--- src/hdl/asmp_pkg.sv ---
// constants for the abort status and master priority block
// What this block does
// - bit 0 flags unmapped-address abort
// - bit 1 flags misaligned-address abort
// - size field: byte, half, word codes
// - type field: read, write, fetch codes
// - bits 16-19 show last abort source
// - bits 24-27 sticky per-master abort history
// - history excludes current source; read clears it
// - full abort address captured, resets zero
// - 3-bit priority per master, 7 highest
// - equal priority: lower master index wins
// - misaligned word/half accesses abort, cancel
// - processor instruction fetches skip alignment check
// - abort broadcast; only issuing master reacts
package asmp_pkg;
    localparam int ASMP_MASTERS = 4;
    localparam logic [31:0] ASMP_OFS_ABORT_STATUS = 32'hFFFFFF04;
    localparam logic [31:0] ASMP_OFS_ABORT_ADDRESS = 32'hFFFFFF08;
    localparam logic [31:0] ASMP_OFS_MASTER_PRIORITY = 32'hFFFFFF0C;
    localparam logic [31:0] ASMP_RST_ABORT_STATUS = 32'h00000000;
    localparam logic [31:0] ASMP_RST_ABORT_ADDRESS = 32'h00000000;
    localparam logic [31:0] ASMP_RST_MASTER_PRIORITY = 32'h00003210;
    localparam int ASMP_BIT_UNMAPPED = 0;
    localparam int ASMP_BIT_MISALIGNED = 1;
    localparam int ASMP_POS_SIZE = 8;
    localparam int ASMP_POS_TYPE = 10;
    localparam int ASMP_POS_SRC = 16;
    localparam int ASMP_POS_SAVED = 24;
    localparam int ASMP_PRIO_STRIDE = 4;
    localparam int ASMP_PRIO_W = 3;
    localparam logic [31:0] ASMP_PRIO_MASK = 32'h00007777;
    localparam logic [1:0] ASMP_SIZE_BYTE = 2'h0;
    localparam logic [1:0] ASMP_SIZE_HALF = 2'h1;
    localparam logic [1:0] ASMP_SIZE_WORD = 2'h2;
    localparam logic [1:0] ASMP_TYPE_READ = 2'h0;
    localparam logic [1:0] ASMP_TYPE_WRITE = 2'h1;
    localparam logic [1:0] ASMP_TYPE_FETCH = 2'h2;
    localparam logic [31:0] ASMP_UNMAPPED_READ = 32'h00000000;
endpackage

--- src/hdl/asmp_abort_status_and_master_priority.sv ---
// abort status recorder, per-master priority arbiter and wishbone register slave
`timescale 1ns/100ps
module asmp_abort_status_and_master_priority
(
    input wire logic clk, // system clock, 250 MHz
    input wire logic rst_n, // asynchronous reset, active low
    input wire logic ce, // clock enable, freezes all state while low
    input wire logic wb_cyc_i, // wishbone cycle
    input wire logic wb_stb_i, // wishbone strobe
    input wire logic wb_we_i, // wishbone write enable
    input wire logic [31:0] wb_adr_i, // wishbone byte address
    input wire logic [3:0] wb_sel_i, // wishbone byte selects
    input wire logic [31:0] wb_dat_i, // wishbone write data
    output logic [31:0] wb_dat_o, // wishbone read data
    output logic wb_ack_o, // wishbone acknowledge
    input wire logic [asmp_pkg::ASMP_MASTERS-1:0] req, // per-master bus request
    output logic [asmp_pkg::ASMP_MASTERS-1:0] grant, // one-hot bus grant
    input wire logic acc_valid, // granted master presents an access
    input wire logic [31:0] acc_addr, // access address
    input wire logic [1:0] acc_size, // access size code
    input wire logic [1:0] acc_type, // access type code
    input wire logic acc_unmapped, // address decoder found no target
    output logic acc_cancel, // access cancelled, one-cycle pulse
    output logic abort_out // abort broadcast to all masters, one-cycle pulse
);
    import asmp_pkg::*;

    localparam int ASMP_PRIO_LANES = 2; // byte lanes that hold priority fields

    // timing overview
    // - an access is judged in the cycle it is presented
    // - the presenting master is the one holding the grant
    // - abort and cancel pulses follow one edge later, for one cycle
    // - status and address load on that same edge, never apart
    // - a wishbone request is acked one edge after it is taken
    // - the acked cycle is never taken a second time
    // - read data is registered and holds until the next read
    // - a status read clears history on the edge it is taken
    // - an abort on that same edge still lands in history
    // - grant is re-arbitrated on every enabled edge
    // - with ce low every flop keeps its value
    // hazards
    // - a requester that drops out loses the grant on the next edge
    // - byte lanes two and three of the priority word are not writable
    // - writes to the read-only registers are acked and ignored
    // - an unmapped cause hides a misaligned cause of the same access
    // - the reserved size code is never checked for alignment
    // - processor fetches are never checked for alignment
    // - the history keeps no count, only whether an abort happened

    // the status layout has exactly four source and four history bits
    if (ASMP_MASTERS != 4)
    begin : g_chk_masters
        $error("master count does not fit the status layout");
    end
    // a priority field must fit inside its nibble
    if (ASMP_PRIO_W > ASMP_PRIO_STRIDE)
    begin : g_chk_prio_width
        $error("priority field wider than its stride");
    end
    // the source and history fields must not overlap
    if (ASMP_POS_SRC + ASMP_MASTERS > ASMP_POS_SAVED)
    begin : g_chk_src_span
        $error("source flags run into the history flags");
    end
    // the history field must end inside the status word
    if (ASMP_POS_SAVED + ASMP_MASTERS > 32)
    begin : g_chk_saved_span
        $error("history flags run past the status word");
    end
    // the priority fields must fit inside the writable byte lanes
    if (ASMP_MASTERS * ASMP_PRIO_STRIDE > 8 * ASMP_PRIO_LANES)
    begin : g_chk_lanes
        $error("priority fields run past the writable lanes");
    end

    // status fields
    logic unmapped_addr_flag; // last abort hit an unmapped address
    logic misaligned_flag; // last abort was misaligned
    logic [1:0] abort_size; // size of last aborted access
    logic [1:0] abort_type; // type of last aborted access
    logic [ASMP_MASTERS-1:0] src_flag; // current abort source
    logic [ASMP_MASTERS-1:0] saved_flag; // sticky abort history
    logic [31:0] abort_addr_value; // address of last aborted access
    // arbitration state
    logic [31:0] master_priority; // priority register
    logic [ASMP_MASTERS-1:0] owner; // master currently granted, one-hot
    // access decode
    logic misaligned; // current access misaligned
    logic abort_now; // current access aborts
    logic [31:0] abort_status; // assembled status word
    // register bus decode
    logic bus_req; // wishbone request pending and not yet acked
    logic status_read; // status register read accepted this cycle
    logic [ASMP_MASTERS-1:0] next_grant; // arbitration result
    logic [ASMP_PRIO_W-1:0] prio_field [ASMP_MASTERS]; // per-master priority
    logic [7:0] prio_lane [ASMP_PRIO_LANES]; // writable priority byte lanes
    logic prio_write; // priority register write accepted this cycle
    logic check_align; // access is subject to the alignment check
    logic size_word; // access size decodes as word
    logic size_half; // access size decodes as half-word
    logic cpu_fetch; // processor instruction fetch
    logic [31:0] read_word; // register selected for readback
    // named per-master flags
    logic src_cpu_flag; // last abort from the processor
    logic src_dma_flag; // last abort from the peripheral dma
    logic src_usbhost_flag; // last abort from the usb host
    logic src_mac_flag; // last abort from the ethernet mac
    logic saved_cpu_flag; // earlier processor abort
    logic saved_dma_flag; // earlier peripheral dma abort
    logic saved_usbhost_flag; // earlier usb host abort
    logic saved_mac_flag; // earlier ethernet mac abort

    // the master presenting an access is the one holding the grant
    assign owner = grant;

    // size decode; the reserved size code never counts as misaligned
    assign size_word = (acc_size == ASMP_SIZE_WORD);
    assign size_half = (acc_size == ASMP_SIZE_HALF);
    // processor fetches bypass the alignment check
    assign cpu_fetch = owner[0] && acc_type == ASMP_TYPE_FETCH;
    assign check_align = !cpu_fetch;

    // alignment check on the presented access
    // byte accesses are always aligned
    always_comb
    begin
        misaligned = 1'b0;
        if (check_align)
        begin
            if (size_word)
            begin
                misaligned = (acc_addr[1:0] != 2'h0);
            end
            else if (size_half)
            begin
                misaligned = acc_addr[0];
            end
        end
    end

    // abort on either cause; the aborted access goes nowhere
    assign abort_now = acc_valid && (misaligned || acc_unmapped);

    // abort broadcast and cancel pulses
    always_ff @(posedge clk or negedge rst_n)
    begin
        if (!rst_n)
        begin
            // pulses idle low out of reset
            abort_out <= 1'b0;
            acc_cancel <= 1'b0;
        end
        else if (ce)
        begin
            // one pulse per faulty access, seen by all masters
            abort_out <= abort_now;
            acc_cancel <= abort_now;
        end
    end

    // capture of cause, size, type, source and address in one edge
    always_ff @(posedge clk or negedge rst_n)
    begin
        if (!rst_n)
        begin
            // status and address clear to zero
            unmapped_addr_flag <= 1'b0;
            misaligned_flag <= 1'b0;
            abort_size <= ASMP_SIZE_BYTE;
            abort_type <= ASMP_TYPE_READ;
            src_flag <= '0;
            abort_addr_value <= ASMP_RST_ABORT_ADDRESS;
        end
        else if (ce && abort_now)
        begin
            // an unmapped target takes precedence over misalignment
            unmapped_addr_flag <= acc_unmapped;
            misaligned_flag <= misaligned && !acc_unmapped;
            abort_size <= acc_size;
            abort_type <= acc_type;
            // exactly one source flag, that of the grant holder
            src_flag <= owner;
            // whole address, no bits dropped
            abort_addr_value <= acc_addr;
        end
    end

    // sticky history: a displaced current source moves into history
    // the new owner's bit stays clear, it shows in the source flags
    always_ff @(posedge clk or negedge rst_n)
    begin
        if (!rst_n)
        begin
            saved_flag <= '0;
        end
        else if (ce)
        begin
            if (abort_now)
            begin
                // set wins over the read clear
                saved_flag <= ((status_read ? '0 : saved_flag) | src_flag) & ~owner;
            end
            else if (status_read)
            begin
                // the read cleared history and no new abort arrived
                saved_flag <= '0;
            end
        end
    end

    // priority write strobe, decoded once for all lanes
    assign prio_write = ce && bus_req && wb_we_i && wb_adr_i == ASMP_OFS_MASTER_PRIORITY;

    // priority register, one flop group per writable byte lane
    for (genvar gl = 0; gl < ASMP_PRIO_LANES; gl++)
    begin : g_lane
        always_ff @(posedge clk or negedge rst_n)
        begin
            if (!rst_n)
            begin
                // default ranking puts the ethernet mac highest and the processor lowest
                prio_lane[gl] <= ASMP_RST_MASTER_PRIORITY[gl*8 +: 8];
            end
            else if (prio_write && wb_sel_i[gl])
            begin
                // three bits of each nibble hold state, the fourth reads zero
                prio_lane[gl] <= wb_dat_i[gl*8 +: 8] & ASMP_PRIO_MASK[gl*8 +: 8];
            end
        end
    end

    // upper lanes hold no priority and read zero
    assign master_priority = {16'h0000, prio_lane[1], prio_lane[0]};

    // per-master priority fields, one slice per master
    for (genvar gm = 0; gm < ASMP_MASTERS; gm++)
    begin : g_prio
        assign prio_field[gm] = master_priority[gm*ASMP_PRIO_STRIDE +: ASMP_PRIO_W];
    end

    // arbitration: highest priority wins, ties go to lower index
    always_comb
    begin
        logic [ASMP_PRIO_W-1:0] best;
        logic found;
        best = '0;
        found = 1'b0;
        next_grant = '0;
        for (int m = 0; m < ASMP_MASTERS; m++)
        begin
            // strict greater-than keeps the lower index on a tie
            if (req[m] && (!found ||
                prio_field[m] > best))
            begin
                best = prio_field[m];
                found = 1'b1;
                next_grant = '0;
                next_grant[m] = 1'b1;
            end
        end
    end

    // grant register, re-arbitrated every cycle with ce high
    always_ff @(posedge clk or negedge rst_n)
    begin
        if (!rst_n)
        begin
            // nobody owns the bus out of reset
            grant <= '0;
        end
        else if (ce)
        begin
            // grant drops to zero when nobody asks
            grant <= next_grant;
        end
    end

    // named views of the per-master flags
    assign src_cpu_flag = src_flag[0];
    assign src_dma_flag = src_flag[1];
    assign src_usbhost_flag = src_flag[2];
    assign src_mac_flag = src_flag[3];
    assign saved_cpu_flag = saved_flag[0];
    assign saved_dma_flag = saved_flag[1];
    assign saved_usbhost_flag = saved_flag[2];
    assign saved_mac_flag = saved_flag[3];

    // status word assembly
    always_comb
    begin
        // unused bits read zero
        abort_status = ASMP_RST_ABORT_STATUS;
        abort_status[ASMP_BIT_UNMAPPED] = unmapped_addr_flag;
        abort_status[ASMP_BIT_MISALIGNED] = misaligned_flag;
        abort_status[ASMP_POS_SIZE +: 2] = abort_size;
        abort_status[ASMP_POS_TYPE +: 2] = abort_type;
        // one source flag per master
        abort_status[ASMP_POS_SRC + 0] = src_cpu_flag;
        abort_status[ASMP_POS_SRC + 1] = src_dma_flag;
        abort_status[ASMP_POS_SRC + 2] = src_usbhost_flag;
        abort_status[ASMP_POS_SRC + 3] = src_mac_flag;
        // one history flag per master
        abort_status[ASMP_POS_SAVED + 0] = saved_cpu_flag;
        abort_status[ASMP_POS_SAVED + 1] = saved_dma_flag;
        abort_status[ASMP_POS_SAVED + 2] = saved_usbhost_flag;
        abort_status[ASMP_POS_SAVED + 3] = saved_mac_flag;
    end

    // a request is served once; the acked cycle is not taken again
    assign bus_req = wb_cyc_i && wb_stb_i && !wb_ack_o;
    // only an accepted read of the status register clears history
    assign status_read = ce && bus_req && !wb_we_i && wb_adr_i == ASMP_OFS_ABORT_STATUS;

    // read data mux; unmapped addresses read zero
    always_comb
    begin
        read_word = ASMP_UNMAPPED_READ;
        case (wb_adr_i)
            ASMP_OFS_ABORT_STATUS: read_word = abort_status;
            ASMP_OFS_ABORT_ADDRESS: read_word = abort_addr_value;
            ASMP_OFS_MASTER_PRIORITY: read_word = master_priority;
            default: read_word = ASMP_UNMAPPED_READ; // nothing mapped here
        endcase
    end

    // wishbone slave: ack one cycle after request, read data registered
    always_ff @(posedge clk or negedge rst_n)
    begin
        if (!rst_n)
        begin
            // bus idle out of reset
            wb_ack_o <= 1'b0;
            wb_dat_o <= '0;
        end
        else if (ce)
        begin
            // ack follows every accepted request by one edge
            wb_ack_o <= bus_req;
            if (bus_req && !wb_we_i)
            begin
                wb_dat_o <= read_word; // holds until the next read
            end
        end
    end
endmodule

--- config.mk ---
export PLATFORM = sky130hd
export DESIGN_NAME = asmp_abort_status_and_master_priority
export DESIGN_NICKNAME = d
export VERILOG_FILES = /design/src/hdl/asmp_pkg.sv /design/src/hdl/asmp_abort_status_and_master_priority.sv
export SDC_FILE = /design/constraint.sdc
export NUM_CORES = 1
export LEC_CHECK = 0
export BUFFER_PORTS_ARGS = -buffer_cell sky130_fd_sc_hd__buf_2
export CORE_MARGIN = 5
export CORE_UTILIZATION = 35
export CTS_BUF_LIST = sky130_fd_sc_hd__clkbuf_8
export CTS_CLUSTER_DIAMETER = 200
export DETAILED_ROUTE_END_ITERATION = 12
export PLACE_DENSITY = 0.67
export REMOVE_ABC_BUFFERS = 1
export SKIP_CTS_REPAIR_TIMING = 1
export SKIP_LAST_GASP = 1
export SLEW_MARGIN = 20
export SYNTH_ARGS = -nofsm -noshare
export SYNTH_HDL_FRONTEND = slang
export SYNTH_SLANG_ARGS = --single-unit
--- constraint.sdc ---
create_clock -name clk -period 11.85 [get_ports clk]
set_input_delay 2.37 -clock clk [delete_from_list [all_inputs] [get_ports clk]]
set_output_delay 2.37 -clock clk [all_outputs]
set_load 0.005 [all_outputs]
; ---- Yosys cells after proc, flatten, opt, wreduce, memory -nomap -nowiden
; Index checks and enable logic that the tools add are counted.
[word_totals]
ff_bits = 96
in_bits = 116
output_inout_bits = 39
elab_cells = 70
[classes]
magnitude_cmp = 3
n_eq_ne = 6
n_mux = 16
bitwise_logic = 3
reduce_logical = 29
[op_table]
columns = operator, n
row1 = equality test 32 bit (second input constant), 3
row2 = one-hot mux 32 bit (3 select lines), 1
row3 = two-way mux 4 bit, 5
row4 = logical AND 1 bit, 17
row5 = > comparator 3 bit, 3
row6 = two-way mux 3 bit, 3
row7 = two-way mux 1 bit, 7
row8 = logical NOT 1 bit, 6
row9 = bitwise AND 4 bit, 1
row10 = equality test 2 bit (second input constant), 2
row11 = logical OR 1 bit, 4
row12 = inverter 4 bit, 1
row13 = bitwise OR 4 bit, 1
row14 = equality test 2 x 1 -> 1 bit (second input constant), 1
row15 = AND reduction 2 bit, 1
row16 = nonzero test 2 bit, 1

; ---- Logic depth before layout (Yosys ltp)
; Gate-level depths: netlist of the first run.
[depth]
word_depth = 13
depth_mapped = 20
mapped_depth_nobuf = 20

; ---- Worst setup path after synthesis of the first run
; Ideal clock, no wire load.
[synth_timing]
path_type = in2reg
from = input req[0] in the netlist's numbering
to = register grant[0] in the netlist's numbering
setup_time_ns = 0.068
t_arrival_ns = 5.693
required_time_ns = 11.782
path_slack_ns = 6.089
cell_stages = 20
n_path_buf = 0
cell_sequence = nand2_1 inv_1 ha_1 nand3_1 o21ai_0 nor3b_1 o22ai_1 inv_1 ha_1 nor2b_1 o21ai_0 a32oi_1 o21ai_1 mux2i_1 ha_1 nor2b_1 o21ai_0 nand2b_1 a311oi_1 a32o_1
[synth_via]
elab_chain_len = 13
word_cells_on_any_way = 22
cone_classes = 3 x order compare / 10 x mux / 9 x reduce/logical
[synth_rtl]
columns = item, line_no
row1 = "start, declared", asmp_abort_status_and_master_priority.sv:16  ; input wire logic [asmp_pkg::ASMP_MASTERS-1:0] req,
row2 = two-way mux 3 bit or two-way mux 1 bit (tied branches), asmp_abort_status_and_master_priority.sv:253  ; if (req[m] && (!found ||
row3 = > comparator 3 bit or logical NOT 1 bit (tied branches), "asmp_abort_status_and_master_priority.sv:254, asmp_abort_status_and_master_priority.sv:253"
row4 = logical OR 1 bit, asmp_abort_status_and_master_priority.sv:253
row5 = logical AND 1 bit, asmp_abort_status_and_master_priority.sv:253
row6 = two-way mux 3 bit or two-way mux 1 bit (tied branches), asmp_abort_status_and_master_priority.sv:253
row7 = > comparator 3 bit or logical NOT 1 bit (tied branches), "asmp_abort_status_and_master_priority.sv:254, asmp_abort_status_and_master_priority.sv:253"
row8 = logical OR 1 bit, asmp_abort_status_and_master_priority.sv:253
row9 = logical AND 1 bit, asmp_abort_status_and_master_priority.sv:253
row10 = two-way mux 3 bit or two-way mux 1 bit (tied branches), asmp_abort_status_and_master_priority.sv:253
row11 = > comparator 3 bit or logical NOT 1 bit (tied branches), "asmp_abort_status_and_master_priority.sv:254, asmp_abort_status_and_master_priority.sv:253"
row12 = logical OR 1 bit, asmp_abort_status_and_master_priority.sv:253
row13 = logical AND 1 bit, asmp_abort_status_and_master_priority.sv:253
row14 = two-way mux 4 bit *, asmp_abort_status_and_master_priority.sv:253
row15 = "end signal, assigned", asmp_abort_status_and_master_priority.sv:275  ; grant <= next_grant;
row16 = "end, declared", asmp_abort_status_and_master_priority.sv:17  ; output logic [asmp_pkg::ASMP_MASTERS-1:0] grant,
; Mark *: on every way between the ends. The rest lies on a longest branch, timed or not.
; A chain may end at the register's enable or synchronous reset.

; ---- Worst setup path in the final report of the first run
; Same ends and word-level chain as after synthesis.

==> metrics, run 1 <==
run status=completed; post-synthesis to final-layout area growth=23.76%; total vias in the final route=3,184; leading post-synthesis cells by cell area=dfrtp_1 (54%), mux2_2 (16%), a22o_1 (8.2%), ha_1 (2.6%), dfstp_2 (2.5%); max-cap violations=0; antenna violations before repair=0; Lkg Pwr=2.640 nW; standard cell with the maximum stage delay on the critical path=a311oi_1; pwr dens=133.5 nW/um2; fraction of final layout cells sized beyond drive strength 1=0.4784; required time at the worst-slack endpoint=12,170 ps; Async SR Flop Fraction=1.000; final wirelength=11,060 um; Final Net Count=582; number of core rows=40; core area=12,010 um2; clock skew=12.26 ps; cell count after synthesis=327; global-route wire length before repair=17,670 um; vias per std cell=5.228; Worst EP arrival=6500 ps; Max Clock Freq=161.8 MHz; drt initial violations=163; reg-to-reg critical path endpoint=grant[0]; final hold violation count=0; fillers=1,159; Final Non-Filler Cells=609; startpoint of the most critical hold path=wb_dat_o[5]; cells along the critical path=buf_2 > nand2_1 > inv_1 > ha_1 > nand3_1 > o21ai_0 > nor3b_1 > o22ai_1 > inv_1 > ha_1 > nor2b_1 > o21ai_0 > a32oi_1 > o21ai_1 > mux2i_1 > ha_1 > nor2b_1 > o21ai_0 > nand2b_1 > a311oi_1 > a32o_1; antenna-violating nets left=0; cell area after technology mapping=4282 um2; die width=120.6 um; maximum number of pins on one net before global-route repair=58; top fanout value on the critical path=7; RSZ-0062 raised after global routing=no; Sum Neg Setup Slack=0 ps; Worst Path Class, Setup=in2reg; mean instance size in the synthesized netlist=13.09 um2; worst reg2reg path startpoint=master_priority[4]; placed cells=593; overall die area=14,550 um2; aggregate global routing overflow=0; root cell of the clock tree=clkbuf_8; final worst-path cycle share=0.5216; Unique masters post-synth=41; list of most frequent post-synthesis cells=dfrtp_1 (92), mux2_2 (59), a22o_1 (40); weighted congestion reported at the end of routability-driven placement=0.7964; overall power consumption=0.0007074 W; wire per inst=18.16 um; share of Yosys cell area claimed by the top area cell type=0.5377; Worst Hold Margin=486.3 ps; number of enable-type register cells in the synthesized netlist=0; register-to-register setup slack=7300 ps; Critical Path Start Type=input pin; number of cells on the worst reg-to-reg path=19; area leader, netlist=dfrtp_1; leading cell type by number of instances after synthesis=dfrtp_1; Sink Count=96; worst IR drop on VDD=0.06795 mV; slew at the pin closest to its max-slew limit=858.1 ps; Seq/Total Area, Yosys=0.5622; minimum period implied by the final worst setup slack=6181 ps; number of buffers created by CTS=9; count of input and output buffers=132; TritonCTS clock tree=built; vias in the first global route=3,362; pins over their slew limit=0; worst hold stages=2; Hold Path End=wb_dat_o[5]; largest stage delay on the critical path=610 ps; height of the chip=120.6 um; YS warnings=0; most common flop cell mapped by yosys=dfrtp_1; final core occ=0.4411; detailed-placement wirelength estimate=8029 um; initial cell density of the core=0.3565; all-layer global routing usage=0.1567; I/O Pins=155; remaining max-slew budget at the tightest pin=0.4227; type of the most critical hold path=reg2reg; number of design rule violations left after detail routing=0; final setup violation count=0; number of register bits inferred by synthesis=96; diodes inserted=0; first-pass detailed-route iteration total=4; H-tree depth reported by CTS=3; clk slew on worst S/H paths=100 ps; clock latency reported for the late side of the worst-skew pair=380 ps; buffers from clock root to sink, at most=2; kind of end point of the critical path=flop
-- where the power goes --
group	leakage (nW)	internal (W)	switching [W]
registers	1.22	0.000365	0.0000214
clock network	0.104	0.000102	0.000129
logic	1.31	0.0000525	0.0000374
total	2.64	0.000520	0.000188
-- cell usage in the layout, fill, tap and decap left out, drive strengths merged, types with 3 or more instances in the layout --
cell type	synthesis	final
nor2	7	7
nand4b	4	4
o22ai	3	3
inv	10	14
mux2	59	59
mux2i	9	9
nor2b	7	7
clkbuf	9	9
a21oi	5	5
nand4	7	7
ha	9	9
nand3	3	3
dfrtp	92	92
buf	8	136
a22oi	4	4
dfstp	4	4
o21ai	12	12
a22o	40	40
nand2	15	15
-- logic make-up after synthesis --
| family | count (synthesis) | synth area share |
|---|---|---|
| DFF | 96 | 0.5622 |
| AOI/OAI and AO/OA | 74 | 0.1335 |
| muxes | 68 | 0.1762 |
| and+or+nand+nor | 52 | 0.07276 |
| buffers and inverters | 27 | 0.02688 |
| adders and majority gates | 9 | 0.02630 |
| xor gates and xnor gates | 1 | 0.002046 |
-- metal layers --
layer  up-vias  GRT usage  share of wire  wire length (um)
met5         -          0              0                 0
met4         0    0.03187         0.0089                98
met3         8    0.05332          0.056               618
met2        90     0.2669           0.50              5534
met1      1600     0.1940           0.43              4811
li1       1486          -              -                 -
-- critical path: cells and delay by family --
| family | cells | cell delay [ps] |
|---|---|---|
| adders and majority gates | 3 | 760 |
| and+or+nand+nor | 6 | 890 |
| buffers and inverters | 3 | 270 |
| muxes | 1 | 250 |
| AOI/OAI and AO/OA | 8 | 1940 |
-- per-stage QoR --
step | worst slack [ps] | area [um2]
global placement | 5445 | 5086
CTS | 5685 | 5296
floorplan | 5222 | 4204
global route | 5155 | 5299
detailed placement | 5265 | 5086
finish | 5669 | 5299
-- registers in the layout, summed over array words and instances (netlist names) --
register / count
abort_addr_value: 32
unmapped_addr_flag: 1
master_priority: 12
abort_out: 1
saved_flag: 4
wb_ack_o: 1
src_flag: 4
wb_dat_o: 32
grant: 4
misaligned_flag: 1
abort_type: 2
abort_size: 2
-- how the worst max path moves through the flow --
stage	startpoint	end	slack, ps	depth (start not counted)
floorplan	acc_size[0]	saved_flag[0]	5220	5
global placement	req[0]	grant[0]	5440	21
detailed placement	req[0]	grant[0]	5270	21
CTS	req[0]	grant[0]	5680	21
global route	req[0]	grant[0]	5150	20
finish	req[0]	grant[0]	5670	21
-- final cells by class --
cell class | count | area (um2) | area share
flip-flops and latches | 96 | 2407 | 0.4543
multi-input cells | 204 | 1767 | 0.3334
repair buffers | 136 | 693.2 | 0.1308
well taps | 147 | 183.9 | 0.03471
clock buffers | 9 | 123.9 | 0.02338
clock inverters | 7 | 86.33 | 0.01629
inverters | 10 | 37.54 | 0.007084
Power figures use the tool's default switching activity.
==> inputs of run 2 (changes only) <==
--- a/config.mk
+++ b/config.mk
@@ -5,13 +5,14 @@
 export SDC_FILE = /design/constraint.sdc
 export NUM_CORES = 1
 export LEC_CHECK = 0
+export ABC_AREA = 1
 export BUFFER_PORTS_ARGS = -buffer_cell sky130_fd_sc_hd__buf_2
 export CORE_MARGIN = 5
 export CORE_UTILIZATION = 35
 export CTS_BUF_LIST = sky130_fd_sc_hd__clkbuf_8
 export CTS_CLUSTER_DIAMETER = 200
 export DETAILED_ROUTE_END_ITERATION = 12
-export PLACE_DENSITY = 0.67
+export PLACE_DENSITY = 0.66
 export REMOVE_ABC_BUFFERS = 1
 export SKIP_CTS_REPAIR_TIMING = 1
 export SKIP_LAST_GASP = 1
==> constraint.sdc (replaced) <==
create_clock -name clk -period 5.9 [get_ports clk]
set_input_delay 1.18 -clock clk [delete_from_list [all_inputs] [get_ports clk]]
set_output_delay 1.18 -clock clk [all_outputs]
set_load 0.005 [all_outputs]
==> metrics, run 2 <==
clock skew=15.17 ps (was 12.26 ps); drt initial violations=252 (was 163); final worst-path cycle share=0.7168; number of enable-type register cells in the synthesized netlist=0 (unchanged); post-synthesis to final-layout area growth=19.45% (was 23.76%); Worst EP arrival=4510 ps (was 6500 ps); core area=13,350 um2 (was 12,010 um2); pre-CTS setup slack=1291 ps (was 5265 ps); global-route wire length before repair=21,070 um (was 17,670 um); maximum number of pins on one net before global-route repair=60 (was 58); top fanout value on the critical path=7 (unchanged); Bufs and invs on worst path=1 (was 3); Sink Count=96 (unchanged); routed metal-1 wire length=5756 um (was 4811 um); cell area after technology mapping=4787 um2 (was 4282 um2); remaining max-slew budget at the tightest pin=0.3829 (was 0.4227); H-tree depth reported by CTS=3 (unchanged); final worst slack=1671 ps (was 5669 ps); vias per std cell=4.616 (was 5.228); minimum period implied by the final worst setup slack=4229 ps; root cell of the clock tree=clkbuf_8 (unchanged); RSZ-0062 raised after global routing=no (unchanged); overall power consumption=0.001343 W (was 0.0007074 W); height of the chip=127.0 um (was 120.6 um); aggregate global routing overflow=0 (unchanged); Final Net Count=865 (was 582); Seq/Total Area, Yosys=0.5029 (was 0.5622); clock network fraction of design power=0.321 (was 0.327); number of buffers created by CTS=9 (unchanged); leading cell type by number of instances after synthesis=nand2_1 (was dfrtp_1); initial cell density of the core=0.3586 (was 0.3565); Sum Neg Setup Slack=0 ps (unchanged); overall die area=16,120 um2 (was 14,550 um2); run status=completed (unchanged); post-route cell area=5718 um2 (was 5299 um2); area leader, netlist=dfrtp_1 (unchanged); highest metal layer with signal wires=met4 (unchanged); standard cell with the maximum stage delay on the critical path=ha_1 (was a311oi_1); antenna-violating nets left=0 (unchanged); pwr dens=234.8 nW/um2 (was 133.5 nW/um2); most common flop cell mapped by yosys=dfrtp_1 (unchanged); Unique masters post-synth=30 (was 41); cell count after synthesis=621 (was 327); YS warnings=0 (unchanged); vias in the first global route=4,251 (was 3,362); clk slew on worst S/H paths=90 ps (was 100 ps); all-layer global routing usage=0.1631 (was 0.1567); Worst Path Class, Setup=in2reg (unchanged); total vias in the final route=4,251 (was 3,184); count of input and output buffers=132 (unchanged); diodes inserted=0 (unchanged); first-pass detailed-route iteration total=4 (unchanged); net switching share of the total power=0.2663 (was 0.2655); TritonCTS clock tree=built (unchanged); Int Power=0.0009850 W (was 0.0005196 W); number of design rule violations left after detail routing=0 (unchanged); slew at the pin closest to its max-slew limit=924.6 ps (was 858.1 ps); instance area at placement=5525 um2 (was 5086 um2); number of core rows=42 (was 40); Lkg Pwr=3.218 nW (was 2.640 nW); cell type with the highest occurrence count on the critical path=nand2_1; type of the most critical hold path=reg2reg (unchanged); clock latency reported for the late side of the worst-skew pair=380 ps (about the same); Async SR Flop Fraction=1.000 (unchanged); max-cap violations=0 (unchanged); leading post-synthesis cells by cell area=dfrtp_1 (48%), nand2_1 (24%), nand3_1 (6.3%), inv_1 (2.5%), o21ai_0 (2.4%) (was dfrtp_1 (54%), mux2_2 (16%), a22o_1 (8.2%), ha_1 (2.6%), dfstp_2 (2.5%)); detailed-placement wirelength estimate=8956 um (was 8029 um); I/O Pins=155 (unchanged); sequential power share=0.559 (was 0.546); pins over their slew limit=0 (unchanged); required time at the worst-slack endpoint=6190 ps (was 12,170 ps); Routed met3 length=923 um (was 618 um); antenna violations before repair=0 (unchanged); most common cell after layout, fill and taps aside=nand2_1 (was buf_2); top cell family by delay on the critical path=simple AND/OR/NAND/NOR gates (was compound AO/OA/AOI/OAI gates); fraction of final layout cells sized beyond drive strength 1=0.2309 (was 0.4784); share of Yosys cell area claimed by the top area cell type=0.4809 (was 0.5377); switching power=0.0003575 W (was 0.0001879 W); final wirelength=12,730 um (was 11,060 um); worst IR drop on VDD=0.1422 mV (was 0.06795 mV); most frequent cells in the layout=nand2_1 (308), buf_2 (131), dfrtp_1 (92) (was buf_2 (131), dfrtp_1 (92), mux2_2 (59)); largest stage delay on the critical path=310 ps (was 610 ps); Critical Path Start Type=input pin (unchanged); mean instance size in the synthesized netlist=7.709 um2 (was 13.09 um2); buffers from clock root to sink, at most=2 (unchanged); final hold violation count=0 (unchanged); routed wire length on met2=5948 um (was 5534 um); die width=127.0 um (was 120.6 um); list of most frequent post-synthesis cells=nand2_1 (308), dfrtp_1 (92), nand3_1 (60) (was dfrtp_1 (92), mux2_2 (59), a22o_1 (40)); Max Clock Freq=236.4 MHz; wire per inst=13.82 um (was 18.16 um); fraction of power consumed by combinational cells=0.120 (was 0.127); final setup violation count=0 (unchanged); kind of end point of the critical path=flop (unchanged); number of register bits inferred by synthesis=96 (unchanged); weighted congestion reported at the end of routability-driven placement=0.7830 (was 0.7964)
[run 2: logic make-up (layout without fill, tap and decap cells)]
group                    Yosys count  in the layout  share of synthesized area
adder cells (fa/ha/maj)            9              9                    0.02352
buffers and inverters             62            186                    0.06325
AO/OA/AOI/OAI                     40             40                    0.04234
flip-flops                        96             96                     0.5029
AND/OR/NAND/NOR                  414            414                     0.3680
[run 2: final timing paths]
path,slack (ps),depth (start not counted),startpoint,to
max in group asynchronous,4010,2,rst_n,abort_addr_value[21]
max,1670,26,req[0],grant[0]
min in group asynchronous,760,1,rst_n,abort_out
max reg2reg,2200,25,master_priority[2],grant[0]
min reg2reg,470,2,master_priority[4],master_priority[4]
min,470,2,master_priority[4],master_priority[4]
[run 2: tightest hold or removal path, stage by stage (launching register included)]
cell and delay, ps:
dfstp_2 380, nand2_1 50, nand2_1 40
[run 2: power by group through the flow]
stage | logic (W) | clock network, W | registers [W]
finish | 0.000161 | 0.000431 | 0.000751
global route | 0.000192 | 0.000476 | 0.000759
CTS | 0.000165 | 0.000449 | 0.000751
detailed placement | 0.000165 | 0 | 0.000764
global placement | 0.000162 | 0 | 0.000762
floorplan | 0.0000870 | 0 | 0.000756
[run 2: cell type report]
type	count	area, um2
fill	1449	7630
sequential	96	2407
multi-input combinational	463	2077
timing repair buffer	135	685.7
tap	176	220.2
clock buffer	10	137.6
inverter	35	135.1
clock inverter	6	55.05
[run 2: through the flow]
step / std cells / utilization / hold WS (ps)
after floorplan: 594 / - / 444.0
after global placement: 905 / 0.4139 / 453.8
after detailed placement: 905 / 0.4139 / 456.1
after CTS: 921 / 0.4284 / 470.8
after global routing: 921 / 0.4284 / 501.2
final: 921 / 0.4284 / 467.7
[run 2: routing by layer]
| metal | GRT usage | vias to the layer above |
|---|---|---|
| li1 | - | 2197 |
| met1 | 0.2143 | 1931 |
| met2 | 0.2656 | 116 |
| met3 | 0.05338 | 7 |
| met4 | 0.03218 | 0 |
| met5 | 0 | - |
